`config.mk`:
```
export PLATFORM = sky130hd
export DESIGN_NAME = link_active_power_and_status
export DESIGN_NICKNAME = d
export VERILOG_FILES = /design/src/rtl/aspm_pkg.sv /design/src/rtl/link_active_power_and_status.sv
export SDC_FILE = /design/constraint.sdc
export NUM_CORES = 1
export LEC_CHECK = 0
export ABC_CLOCK_PERIOD_IN_PS = 2950
export BUFFER_PORTS_ARGS = -buffer_cell sky130_fd_sc_hd__buf_2
export CAP_MARGIN = 25
export CORE_MARGIN = 5
export CORE_UTILIZATION = 45
export CTS_BUF_LIST = sky130_fd_sc_hd__clkbuf_4 sky130_fd_sc_hd__clkbuf_8 sky130_fd_sc_hd__clkbuf_16
export CTS_CLUSTER_SIZE = 14
export DETAILED_ROUTE_END_ITERATION = 10
export PLACE_DENSITY = 0.73
export SYNTH_ARGS = -nofsm -noshare
export SYNTH_HDL_FRONTEND = slang
export SYNTH_SLANG_ARGS = --single-unit
```
`constraint.sdc`:
```
create_clock -name clk_i -period 2.95 [get_ports clk_i]
set_input_delay 0.1475 -clock clk_i [delete_from_list [all_inputs] [get_ports clk_i]]
set_output_delay 0.1475 -clock clk_i [all_outputs]
set_load 0.01 [all_outputs]
```
`src/rtl/aspm_pkg.sv`:
```
package aspm_pkg;

  // ----------------------------------------------------------------
  // Geometry
  // ----------------------------------------------------------------
  localparam int NUM_PORTS = 6;
  localparam int DELAY_W = 16;

  // ----------------------------------------------------------------
  // Timing
  // ----------------------------------------------------------------
  localparam longint CLK_HZ = 25000000;
  localparam longint ACTIVITY_MIN_MS = 200;
  localparam longint EXPANDER_PERIOD_MS = 40;
  localparam int ACTIVITY_PERIODS = 5;
  localparam longint ACTIVITY_HOLD_CYCLES = (ACTIVITY_MIN_MS * CLK_HZ + 999) / 1000;
  localparam longint EXPANDER_PERIOD_CYCLES = (EXPANDER_PERIOD_MS * CLK_HZ) / 1000;

  // ----------------------------------------------------------------
  // Register map (word aligned byte offsets)
  // ----------------------------------------------------------------
  localparam logic [7:0] LINK_CONTROL_OFFS = 8'h00;
  localparam logic [7:0] PM_PRIVATE_CONTROL_OFFS = 8'h04;
  localparam logic [7:0] LINK_STATUS_OFFS = 8'h08;
  localparam logic [7:0] PM_STATE_OFFS = 8'h0C;

  // Link control fields: bit 0 enables L0s, bit 1 enables L1
  localparam int ASPM_L0S_BIT = 0;
  localparam int ASPM_L1_BIT = 1;
  localparam logic [1:0] LINK_CONTROL_RESET = 2'h0;

  // Private control: l0s_entry_delay [15:0], l1_entry_delay [31:16]
  localparam int L0S_DELAY_LSB = 0;
  localparam int L1_DELAY_LSB = 16;
  localparam logic [15:0] L0S_DELAY_RESET = 16'h0100;
  localparam logic [15:0] L1_DELAY_RESET = 16'h1000;

  // Link training state as seen by this block
  typedef enum logic [2:0] {
    LTSSM_DOWN = 3'h0,
    LTSSM_L0 = 3'h1,
    LTSSM_L0S = 3'h2,
    LTSSM_L1 = 3'h3,
    LTSSM_RECOVERY = 3'h4
  } ltssm_t;

  // Per-port status from the port's link and transaction layers
  typedef struct packed {
    ltssm_t ltssm;
    logic rx_in_l0s;
    logic in_d3;
    logic tlp_pending;
    logic fc_credit_ok;
    logic dllp_pending;
    logic tlp_seen;
    logic tlp_is_vendor_msg;
  } port_status_t;

  // Per-port transmit power requests toward the link layer
  typedef struct packed {
    logic enter_l0s;
    logic exit_l0s;
    logic req_l1;
  } port_pm_req_t;

endpackage

```
`src/rtl/link_active_power_and_status.sv`:
```
// Behaviour
// RL1: with link control enabled, hardware alone makes all low-power link transitions.
// RL2: both L0s and the optional L1 state are supported.
// RL3: L0s entry only after its conditions held for the l0s_entry_delay count.
// RL4: upstream L0s needs receive L0s on every active, non-D3 downstream port.
// RL5: upstream L0s needs no upstream TLP queued, or no credits to send.
// RL6: upstream L0s needs no DLLP pending upstream.
// RL7: downstream L0s needs upstream receive lanes in L0s.
// RL8: downstream L0s needs no TLP queued there, or no credits to send.
// RL9: downstream L0s needs no DLLP pending on that port.
// RL10: L1 request only after its conditions held for the l1_entry_delay count.
// RL11: met L1 conditions while in L0 or L0s send an L1 request.
// RL12: only the upstream port requests L1; downstream ports never do.
// RL13: partner acks or rejects L1; ack enters L1, reject enters L0s. Here a reject only pulses l1_reject_l0s; enter_l0s is not raised.
// RL14: upstream requests L1 only when all active, non-D3 downstream ports are in L1.
// RL15: each port gives link-up and activity status, sent over expander 4.
// RL16: link-up set in L0, L0s, L1 or Recovery; cleared when link down.
// RL17: activity set by any TLP sent or received, except vendor messages.
// RL18: activity stays set at least 200 ms, retriggered by more traffic.
// RL19: expander outputs change at most once per 40 ms, five periods.
// RL20: an entry delay counter restarts at zero when any condition drops.
// RL21: a port in L0s starts transmit exit once a TLP or DLLP is pending.
//
// Implementation choices: the address map and the Wishbone interface to the registers.
`timescale 1ns/10ps
`default_nettype none

module link_active_power_and_status #(
  parameter int NUM_PORTS = aspm_pkg::NUM_PORTS,
  parameter longint ACTIVITY_HOLD_CYCLES = aspm_pkg::ACTIVITY_HOLD_CYCLES,
  parameter longint EXPANDER_PERIOD_CYCLES = aspm_pkg::EXPANDER_PERIOD_CYCLES
) (
  input wire logic clk_i,
  input wire logic rst_i,
  // Wishbone classic slave
  input wire logic wb_cyc_i,
  input wire logic wb_stb_i,
  input wire logic wb_we_i,
  input wire logic [7:0] wb_adr_i,
  input wire logic [3:0] wb_sel_i,
  input wire logic [31:0] wb_dat_i,
  output logic [31:0] wb_dat_o,
  output logic wb_ack_o,
  // Port 0 is the upstream port
  input wire aspm_pkg::port_status_t [NUM_PORTS-1:0] port_status_i,
  input wire logic l1_ack_i,
  input wire logic l1_reject_i,
  output aspm_pkg::port_pm_req_t [NUM_PORTS-1:0] pm_req_o,
  output logic [NUM_PORTS-1:0] port_link_up_out_o,
  output logic [NUM_PORTS-1:0] port_activity_out_o,
  output logic expander_update_o
);
  import aspm_pkg::*;

  // ----------------------------------------------------------------
  // Registers
  // ----------------------------------------------------------------
  logic [1:0] link_control_reg;
  logic [31:0] pm_private_control_reg;
  logic [15:0] l0s_entry_delay;
  logic [15:0] l1_entry_delay;
  logic wb_hit;
  logic [31:0] next_dat;

  assign l0s_entry_delay = pm_private_control_reg[L0S_DELAY_LSB +: DELAY_W];
  assign l1_entry_delay = pm_private_control_reg[L1_DELAY_LSB +: DELAY_W];
  assign wb_hit = wb_cyc_i && wb_stb_i && !wb_ack_o;

  // Register writes, byte lanes honoured; only taken on the ack edge
  always_ff @(posedge clk_i) begin
    if (rst_i) begin
      link_control_reg <= LINK_CONTROL_RESET;
      pm_private_control_reg <= {L1_DELAY_RESET, L0S_DELAY_RESET};
    end else if (wb_hit && wb_we_i) begin
      if (wb_adr_i == LINK_CONTROL_OFFS && wb_sel_i[0]) begin
        link_control_reg <= wb_dat_i[1:0]; // RL1
      end
      if (wb_adr_i == PM_PRIVATE_CONTROL_OFFS) begin
        for (int b = 0; b < 4; b++) begin
          if (wb_sel_i[b]) begin
            pm_private_control_reg[b*8 +: 8] <= wb_dat_i[b*8 +: 8];
          end
        end
      end
    end
  end

  // ----------------------------------------------------------------
  // Per-port conditions
  // ----------------------------------------------------------------
  logic [NUM_PORTS-1:0] port_active;
  logic [NUM_PORTS-1:0] in_l0s;
  logic [NUM_PORTS-1:0] in_l1;
  logic [NUM_PORTS-1:0] tx_idle;
  logic [NUM_PORTS-1:0] l0s_cond;
  logic [NUM_PORTS-1:0] in_l1_state;
  logic down_rx_l0s;
  logic down_all_l1;
  logic l1_cond;

  // Ports in D3 or with the link down are left out of the checks
  always_comb begin
    down_rx_l0s = 1'b1;
    down_all_l1 = 1'b1;
    for (int p = 1; p < NUM_PORTS; p++) begin
      if (port_active[p] && !port_status_i[p].rx_in_l0s) begin
        down_rx_l0s = 1'b0; // RL4
      end
      if (port_active[p] && port_status_i[p].ltssm != LTSSM_L1) begin
        down_all_l1 = 1'b0; // RL14
      end
    end
  end

  genvar g;
  generate
    for (g = 0; g < NUM_PORTS; g++) begin : g_cond
      assign port_active[g] = !port_status_i[g].in_d3 && port_status_i[g].ltssm != LTSSM_DOWN;
      assign in_l0s[g] = port_status_i[g].ltssm == LTSSM_L0S;
      assign in_l1[g] = port_status_i[g].ltssm == LTSSM_L1;
      // No TLP to send, or no credit to send it; no DLLP waiting
      assign tx_idle[g] = (!port_status_i[g].tlp_pending || !port_status_i[g].fc_credit_ok)
                          && !port_status_i[g].dllp_pending; // RL5 RL6 RL8 RL9
      if (g == 0) begin : g_up
        assign l0s_cond[g] = down_rx_l0s && tx_idle[g]; // RL4 RL5 RL6
      end else begin : g_down
        assign l0s_cond[g] = port_status_i[0].rx_in_l0s && tx_idle[g]; // RL7 RL8 RL9
      end
      assign in_l1_state[g] = in_l1[g];
    end
  endgenerate

  // L1 request conditions apply to the upstream port alone
  assign l1_cond = down_all_l1 && tx_idle[0]
                   && (port_status_i[0].ltssm == LTSSM_L0 || in_l0s[0]); // RL11 RL14

  // ----------------------------------------------------------------
  // L0s entry timers and transmit requests, one per port
  // ----------------------------------------------------------------
  generate
    for (g = 0; g < NUM_PORTS; g++) begin : g_l0s
      logic [DELAY_W-1:0] l0s_cnt;
      logic l0s_armed;
      logic tx_work;
      assign tx_work = port_status_i[g].tlp_pending || port_status_i[g].dllp_pending;

      // Counter restarts whenever any condition falls away
      always_ff @(posedge clk_i) begin
        if (rst_i) begin
          l0s_cnt <= '0;
          l0s_armed <= 1'b0;
        end else if (!link_control_reg[ASPM_L0S_BIT] || !l0s_cond[g]
                     || port_status_i[g].ltssm != LTSSM_L0) begin
          l0s_cnt <= '0; // RL20
          l0s_armed <= 1'b0;
        end else if (l0s_cnt >= l0s_entry_delay) begin
          l0s_armed <= 1'b1; // RL3
        end else begin
          l0s_cnt <= l0s_cnt + 1'b1;
        end
      end

      // Entry and exit strobes, set independently; both can be high in the same cycle
      always_ff @(posedge clk_i) begin
        if (rst_i) begin
          pm_req_o[g].enter_l0s <= 1'b0;
          pm_req_o[g].exit_l0s <= 1'b0;
        end else begin
          pm_req_o[g].exit_l0s <= in_l0s[g] && tx_work; // RL21
          pm_req_o[g].enter_l0s <= l0s_armed && l0s_cond[g]
                                   && link_control_reg[ASPM_L0S_BIT]; // RL1 RL2 RL3
        end
      end
    end
  endgenerate

  // ----------------------------------------------------------------
  // L1 request, upstream port only
  // ----------------------------------------------------------------
  typedef enum logic [2:0] {
    L1_IDLE = 3'b001,
    L1_WAIT = 3'b010,
    L1_REQ = 3'b100
  } l1_state_t;

  l1_state_t l1_state;
  logic [DELAY_W-1:0] l1_cnt;
  logic l1_reject_l0s;

  // Timer, request and partner answer
  always_ff @(posedge clk_i) begin
    if (rst_i) begin
      l1_state <= L1_IDLE;
      l1_cnt <= '0;
      l1_reject_l0s <= 1'b0;
    end else begin
      l1_reject_l0s <= 1'b0;
      case (l1_state)
        L1_IDLE: begin
          l1_cnt <= '0;
          if (link_control_reg[ASPM_L1_BIT] && l1_cond) begin
            l1_state <= L1_WAIT;
          end
        end
        L1_WAIT: begin
          if (!link_control_reg[ASPM_L1_BIT] || !l1_cond) begin
            l1_state <= L1_IDLE; // RL20
            l1_cnt <= '0;
          end else if (l1_cnt >= l1_entry_delay) begin
            l1_state <= L1_REQ; // RL10 RL11
          end else begin
            l1_cnt <= l1_cnt + 1'b1;
          end
        end
        L1_REQ: begin
          // Held until the partner answers; ack takes the link to L1
          if (l1_ack_i) begin
            l1_state <= L1_IDLE; // RL13
          end else if (l1_reject_i) begin
            l1_state <= L1_IDLE;
            l1_reject_l0s <= 1'b1; // RL13
          end
        end
        default: l1_state <= L1_IDLE;
      endcase
    end
  end

  // Request level on port 0; downstream ports tied off in the register
  generate
    for (g = 0; g < NUM_PORTS; g++) begin : g_l1req
      always_ff @(posedge clk_i) begin
        if (rst_i) begin
          pm_req_o[g].req_l1 <= 1'b0;
        end else if (g == 0) begin
          pm_req_o[g].req_l1 <= (l1_state == L1_REQ) && !l1_ack_i && !l1_reject_i; // RL11
        end else begin
          pm_req_o[g].req_l1 <= 1'b0; // RL12
        end
      end
    end
  endgenerate

  // ----------------------------------------------------------------
  // Link status and activity, paced by the expander period
  // ----------------------------------------------------------------
  logic [31:0] period_cnt;
  logic period_tick;
  logic [NUM_PORTS-1:0] link_up_now;
  logic [NUM_PORTS-1:0] activity_now;

  assign period_tick = period_cnt == 32'(EXPANDER_PERIOD_CYCLES - 1);

  // Update period divider; outputs may change only on its tick
  always_ff @(posedge clk_i) begin
    if (rst_i) begin
      period_cnt <= '0;
      expander_update_o <= 1'b0;
    end else begin
      period_cnt <= period_tick ? 32'h0 : period_cnt + 32'h1;
      expander_update_o <= period_tick; // RL15 RL19
    end
  end

  generate
    for (g = 0; g < NUM_PORTS; g++) begin : g_stat
      logic [31:0] hold_cnt;
      assign link_up_now[g] = port_status_i[g].ltssm != LTSSM_DOWN; // RL16
      assign activity_now[g] = hold_cnt != 32'h0;

      // Hold counter reloads on every qualifying TLP
      always_ff @(posedge clk_i) begin
        if (rst_i) begin
          hold_cnt <= '0;
        end else if (port_status_i[g].tlp_seen && !port_status_i[g].tlp_is_vendor_msg) begin
          hold_cnt <= 32'(ACTIVITY_HOLD_CYCLES); // RL17 RL18
        end else if (hold_cnt != 32'h0) begin
          hold_cnt <= hold_cnt - 32'h1;
        end
      end
    end
  endgenerate

  // Sampling on the tick keeps a pulse across the whole hold window
  always_ff @(posedge clk_i) begin
    if (rst_i) begin
      port_link_up_out_o <= '0;
      port_activity_out_o <= '0;
    end else if (period_tick) begin
      port_link_up_out_o <= link_up_now; // RL16 RL19
      port_activity_out_o <= activity_now; // RL18 RL19
    end
  end

  // ----------------------------------------------------------------
  // Wishbone read data and ack, one wait-free cycle
  // ----------------------------------------------------------------
  always_comb begin
    next_dat = 32'h0;
    case (wb_adr_i)
      LINK_CONTROL_OFFS: next_dat = {30'h0, link_control_reg};
      PM_PRIVATE_CONTROL_OFFS: next_dat = pm_private_control_reg;
      LINK_STATUS_OFFS: next_dat = {16'h0, 8'(port_activity_out_o), 8'(port_link_up_out_o)};
      PM_STATE_OFFS: next_dat = {21'h0, l1_reject_l0s, 7'(in_l1_state), l1_state};
      default: next_dat = 32'h0;
    endcase
  end

  // Unmapped reads return zero, unmapped writes are acked and dropped
  always_ff @(posedge clk_i) begin
    if (rst_i) begin
      wb_ack_o <= 1'b0;
      wb_dat_o <= '0;
    end else begin
      wb_ack_o <= wb_hit;
      wb_dat_o <= wb_hit ? next_dat : 32'h0;
    end
  end

endmodule

`default_nettype wire

```
==> flow_metrics.tcl, run 1 <==
set metrics [dict create \
    wl_per_cell_microns 16.4 \
    pin_count 175 \
    slew_headroom_pct 43.4 \
    synth_cell_types 73 \
    p_leak_nw 10.1 \
    clockBufferDepth 3 \
    status "complete, no violations" \
    largest_registers "g_stat.hold_cnt: 192 flops, g_l0s.l0s_cnt: 96 flops" \
    post_route_cells_drive_above_1_share_pct 12.7 \
    slew_viol_final 0 \
    area_delta_synth_final_pct 19.9 \
    grt_use_total_pct 20.6 \
    timing_worst_setup_path_type "reg2reg" \
    hpwl_mm 39.8 \
    syn_area_sq_um 21600 \
    cts.sinks 439 \
    cp_data_required_time_ns 3.46 \
    intPower_mw 11.9 \
    clk_pin_slew_ns 0.06 \
    drt_iter0_markers 1211 \
    synth_top_area_share_pct 40.6 \
    peakVddDrop_mv 0.564 \
    grt_pass1_vias 18865 \
    via_count 19191 \
    worstSetupEndpointType "flop" \
    syn_avg_cell_area_sq_um 8.66 \
    dieArea_sq_um 52600 \
    p_sw_mw 5.14 \
    cts_buffers 47 \
    critPathMaxFanout 4 \
    drcViolationCount 0 \
    routed_wl_mm 56.3 \
    seq_power_share_pct 41.2 \
    clk_latency_ns 0.58 \
    largest_reg_flops 192 \
    htreeDepth 2 \
    die_w_microns 229 \
    cts_root_buffer "clkbuf_16" \
    mostFrequentLayoutCell "dfxtp_1" \
    io_buffers 168 \
    grt_antenna_before_repair 0 \
    drv_cap 0 \
    cts_tree "built" \
    fmax_mhz 363 \
    drt_pass1_iterations 5 \
    num_rows 80 \
    synth_flop_cell "dfxtp_1" \
    vias_per_cell 5.59 \
    whs_ns 0.0326 \
    grt_max_degree 54 \
    coreArea_sq_um 47600 \
    drtAntennaViolNets 0 \
    fin_crit_sh_pct 93.3 \
    grt_overflow_total 0 \
    rsz0062_at_grt "false" \
    p_clk_share_pct 36.2 \
    powerDensity_nw_per_um2 657 \
    ys_ff_latch 439 \
    top_register "g_stat.hold_cnt" \
    yosys.area.top_type "dfxtp_1" \
    nets 3019 \
    finalSetupViolCount 0 \
    async_flop_share_pct 0 \
    min_path_type "in2reg" \
    setup_tns_ns 0 \
    layout_common_cells "dfxtp_1 (438), nor2_1 (351), a21oi_1 (171)" \
    synthCells 2498 \
    p_comb_share_pct 22.7 \
    die_y_microns 229 \
    yosysWarningCount 0 \
    place.gp.congestion 0.857 \
    critPathArrivalTime_ns 3.27 \
    start_util_pct 45.4 \
    synth-seq-area-share_pct 40.6 \
    hold_violations 0 \
    fin_crit_ns 2.75 \
    synth_area_leaders "dfxtp_1 (41%), ha_1 (7.3%), nor2_1 (6.1%), xor2_1 (4.9%), xnor2_1 (4.5%)" \
    antenna_cells 0 \
    synth_edf_count 0 \
    startpoint_type "flop" \
    grt_first_pass_wirelength_mm 92.0 \
    sw_frac_of_total_pct 30.2 \
    fin_skew_ns 0.0124 \
    tightest_slew_ns 0.842 \
]
## power groups by stage
stage | clock, mW | combinational [mW] | sequential (mW)
final | 6.17 | 3.86 | 7.01
after global routing | 6.56 | 4.33 | 7.09
after CTS | 6.30 | 3.85 | 7.00
after detailed placement | 0 | 3.75 | 7.13
after global placement | 0 | 3.62 | 7.08
after floorplan | 0 | 2.95 | 7.01
## cell usage after synthesis, types with 5 or more instances
cell type and number:
nor2_1 351, a21o_1 33, nand3_1 115, buf_4 5, inv_1 73, nor2b_1 17, dfxtp_1 439, o31ai_1 30
nand4b_1 14, a211oi_1 27, nor4_1 37, nand2_1 160, nand3b_1 15, a31oi_1 7, a211o_1 6, mux2i_1 28
or4_1 51, nor4_2 5, nor4b_1 13, a22oi_1 13, xnor2_1 110, o21a_1 13, ha_1 126, mux2_2 5
nand2b_1 37, nand4_1 44, and2_1 20, a21oi_1 171, nor3_1 59, and3_1 60, or3_1 57, nor3b_1 5
o211ai_1 8, clkbuf_1 82, and4_1 10, a2111oi_0 12, xor2_1 122, o21ai_0 59
## cells by family after synthesis
group,share of synthesized area [%]
buf+inv,3.01
flops,40.6
xor+xnor,9.39
simple gates,26.2
fa+ha+maj,7.29
other cells,0.0173
mux,1.66
compound gates,11.8
## worst max-delay path, stage by stage (launching register included)
cell      delay (ns)
dfxtp_1         0.37
inv_1           0.15
buf_4           0.20
ha_1            0.31
a21o_1          0.17
a21o_1          0.18
a21oi_1         0.14
o21ai_0         0.17
a211oi_2        0.27
or4b_2          0.60
a21oi_1         0.15
## worst paths after layout
| check | startpoint | end | slack, ns | cells after the start |
|---|---|---|---|---|
| min | wb_sel_i[1] | pm_private_control_reg[9]$_SDFFE_PP0P_ | 0.03 | 3 |
| min reg2reg | g_l0s[4].l0s_armed$_SDFFE_PP0P_ | pm_req_o[14]$_SDFF_PP0_ | 0.46 | 1 |
| max reg2reg | pm_private_control_reg[9]$_SDFFE_PP0P_ | g_l0s[4].l0s_cnt[15]$_SDFFE_PP0N_ | 0.20 | 10 |
| max | pm_private_control_reg[9]$_SDFFE_PP0P_ | g_l0s[4].l0s_cnt[15]$_SDFFE_PP0N_ | 0.20 | 10 |
## final cells by class
class | count | area [sq um]
inverter | 73 | 274
tap | 615 | 769
multi-input combinational | 1897 | 12200
fill | 4273 | 21700
clock inverter | 19 | 246
sequential | 439 | 8790
timing repair buffer | 324 | 2270
clock buffer | 64 | 1370
## layer usage
layer,up-vias,wire length [microns],track usage (%)
met5,-,0,0
met4,0,2040,7.55
met3,132,3130,4.00
met2,490,26800,35.4
met1,9115,24300,25.7
li1,9454,-,-
## what timing repair did
action	CTS	global route
buffers inserted	0	5
gates resized for setup	0	6
hold buffers	87	0
setup endpoints to repair	0	25
hold endpoints to repair	57	0
## stage by stage
stage / setup slack (ns) / std cells / util, % / area (sq um) / power [mW]
6_report: 0.197 / 3431 / 54.5 / 25900 / 17.0
3_5_place_dp: 0.133 / 3256 / 49.1 / 23400 / 10.9
4_1_cts: 0.123 / 3426 / 54.4 / 25900 / 17.2
5_1_grt: 0.0182 / 3431 / 54.5 / 25900 / 18.0
2_1_floorplan: 0.209 / 2502 / - / 21600 / 9.97
3_3_place_gp: 0.172 / 3256 / 49.1 / 23400 / 10.7
Power figures use the tool's default switching activity.
==> run 2, diff against run 1 <==
- CORE_UTILIZATION: 45 -> 55
- PLACE_DENSITY: 0.73 -> 0.85
- SLEW_MARGIN: default -> 20
==> flow_metrics.tcl, run 2 (same netlist as run 1, synthesis figures left out) <==
set metrics [dict create \
    peakVddDrop_mv 0.598 \
    p_sw_mw 5.19 \
    area_delta_synth_final_pct 19.2 \
    dieArea_sq_um 43400 \
    drt_iter0_markers 1440 \
    p_clk_share_pct 36.6 \
    critPathMaxFanout 6 \
    whs_ns 0.0385 \
    start_util_pct 55.8 \
    setup_tns_ns 0 \
    place.gp.congestion 0.947 \
    vias_per_cell 5.92 \
    max_stage_delay_ns 0.64 \
    worstSetupEndpointType "flop" \
    powerDensity_nw_per_um2 666 \
    hold_violations 0 \
    finalSetupViolCount 0 \
    startpoint_type "flop" \
    post_route_cells_drive_above_1_share_pct 12.2 \
    nets 3005 \
    fin_crit_ns 2.87 \
    num_rows 72 \
    mostFrequentLayoutCell "dfxtp_1" \
    pin_count 175 \
    die_y_microns 208 \
    cts_tree "built" \
    slowest_stage "or4b_2" \
    status "complete, no violations" \
    slew_viol_final 0 \
    grt_antenna_before_repair 5 \
    grt_first_pass_wirelength_mm 94.2 \
    drv_cap 0 \
    fin_skew_ns 0.0125 \
    largest_reg_flops 192 \
    io_buffers 168 \
    cp_top_family "compound AO/OA/AOI/OAI gates" \
    timing.rr.start "pm_private_control_reg[13]$_SDFFE_PP0P_" \
    cp_data_required_time_ns 3.46 \
    p_leak_nw 10.0 \
    setup_ws_ns 0.0848 \
    routed_wl_mm 57.8 \
    via_count 19676 \
    drtAntennaViolNets 0 \
    grt_use_total_pct 25.4 \
    cts_root_buffer "clkbuf_16" \
    top_register "g_stat.hold_cnt" \
    tightest_slew_ns 0.946 \
    timing_worst_setup_path_type "reg2reg" \
    die_w_microns 208 \
    min_from "port_status_i[32]" \
    grt_max_degree 88 \
    crit_buf_inv 1 \
    coreArea_sq_um 38700 \
    post_dp_cell_area_sq_um 23200 \
    critPathLaunch "pm_private_control_reg[13]$_SDFFE_PP0P_" \
    hpwl_mm 38.7 \
    grt_pass1_vias 19471 \
    clk_pin_slew_ns 0.06 \
    critPathArrivalTime_ns 3.37 \
    cts.sinks 439 \
    wl_per_cell_microns 17.4 \
    place_ws_ns 0.132 \
    largest_registers "g_stat.hold_cnt: 192 flops, g_l0s.l0s_cnt: 96 flops" \
    report.power.total_mw 17.2 \
    seq_power_share_pct 40.9 \
    crit_chain "inv_1 > ha_1 > a21o_1 > a21o_1 > a21oi_1 > o21ai_0 > a211oi_1 > or4b_2 > a21oi_1" \
    drcViolationCount 0 \
    min_path_type "in2reg" \
    clk_latency_ns 0.58 \
    fin_area_sq_um 25800 \
    clockBufferDepth 3 \
    final.fill_count 2949 \
    dp.cells 3143 \
    layout.cells.non_filler 3324 \
    slew_headroom_pct 36.9 \
    fmax_mhz 349 \
    htreeDepth 2 \
    layout_common_cells "dfxtp_1 (438), nor2_1 (351), a21oi_1 (171)" \
    fin_crit_sh_pct 97.1 \
    final_util_pct 66.5 \
    drt_pass1_iterations 6 \
    cts_buffers 47 \
    p_comb_share_pct 22.5 \
    grt_overflow_total 0 \
    intPower_mw 12.0 \
    sw_frac_of_total_pct 30.2 \
]
## run 2: path summary, 6_finish.rpt
| kind | to | slack (ns) | cells past startpoint |
|---|---|---|---|
| hold reg to reg | g_l0s[1].l0s_armed$_SDFFE_PP0P_ | 0.46 | 2 |
| setup / recovery | g_l0s[4].l0s_cnt[15]$_SDFFE_PP0N_ | 0.08 | 9 |
| hold / removal | pm_req_o[11]$_SDFF_PP0_ | 0.04 | 4 |
| setup reg to reg | g_l0s[4].l0s_cnt[15]$_SDFFE_PP0N_ | 0.08 | 9 |
## run 2: metal layers
| layer | vias up | GRT usage (%) | share of wire [%] |
|---|---|---|---|
| li1 | 9426 | - | - |
| met1 | 9333 | 30.5 | 41 |
| met2 | 721 | 44.3 | 48 |
| met3 | 192 | 5.03 | 6.6 |
| met4 | 4 | 11.2 | 4.6 |
| met5 | - | 0 | 0.047 |
## run 2: power by group through the flow
stage,Clock [mW],Combinational (mW),Sequential (mW)
after floorplan,0,2.95,7.01
after detailed placement,0,3.72,7.13
after global routing,6.64,4.32,7.10
after global placement,0,3.56,7.07
final,6.29,3.86,7.02
after CTS,6.38,3.84,7.01
## run 2: worst min-delay path: stages
cell and delay (ns):
buf_2 0.09, a211oi_1 0.04, buf_4 0.14, and2_1 0.15
## run 2: cell type report
type,count,area (sq um),share of cell area (%)
inverter,73,274,1.06
tap,518,648,2.51
clock buffer,64,1370,5.30
sequential,439,8790,34.1
multi-input combinational,1897,12200,47.5
clock inverter,20,294,1.14
antenna,3,7.51,0.0291
timing repair buffer,310,2160,8.39
## run 2: timing repair
action / in CTS / in global routing
hold buffers: 91 / 0
gates resized for setup: 0 / 7
setup endpoints to repair: 0 / 29
setup buffers: 0 / 3
hold endpoints to repair: 56 / 0
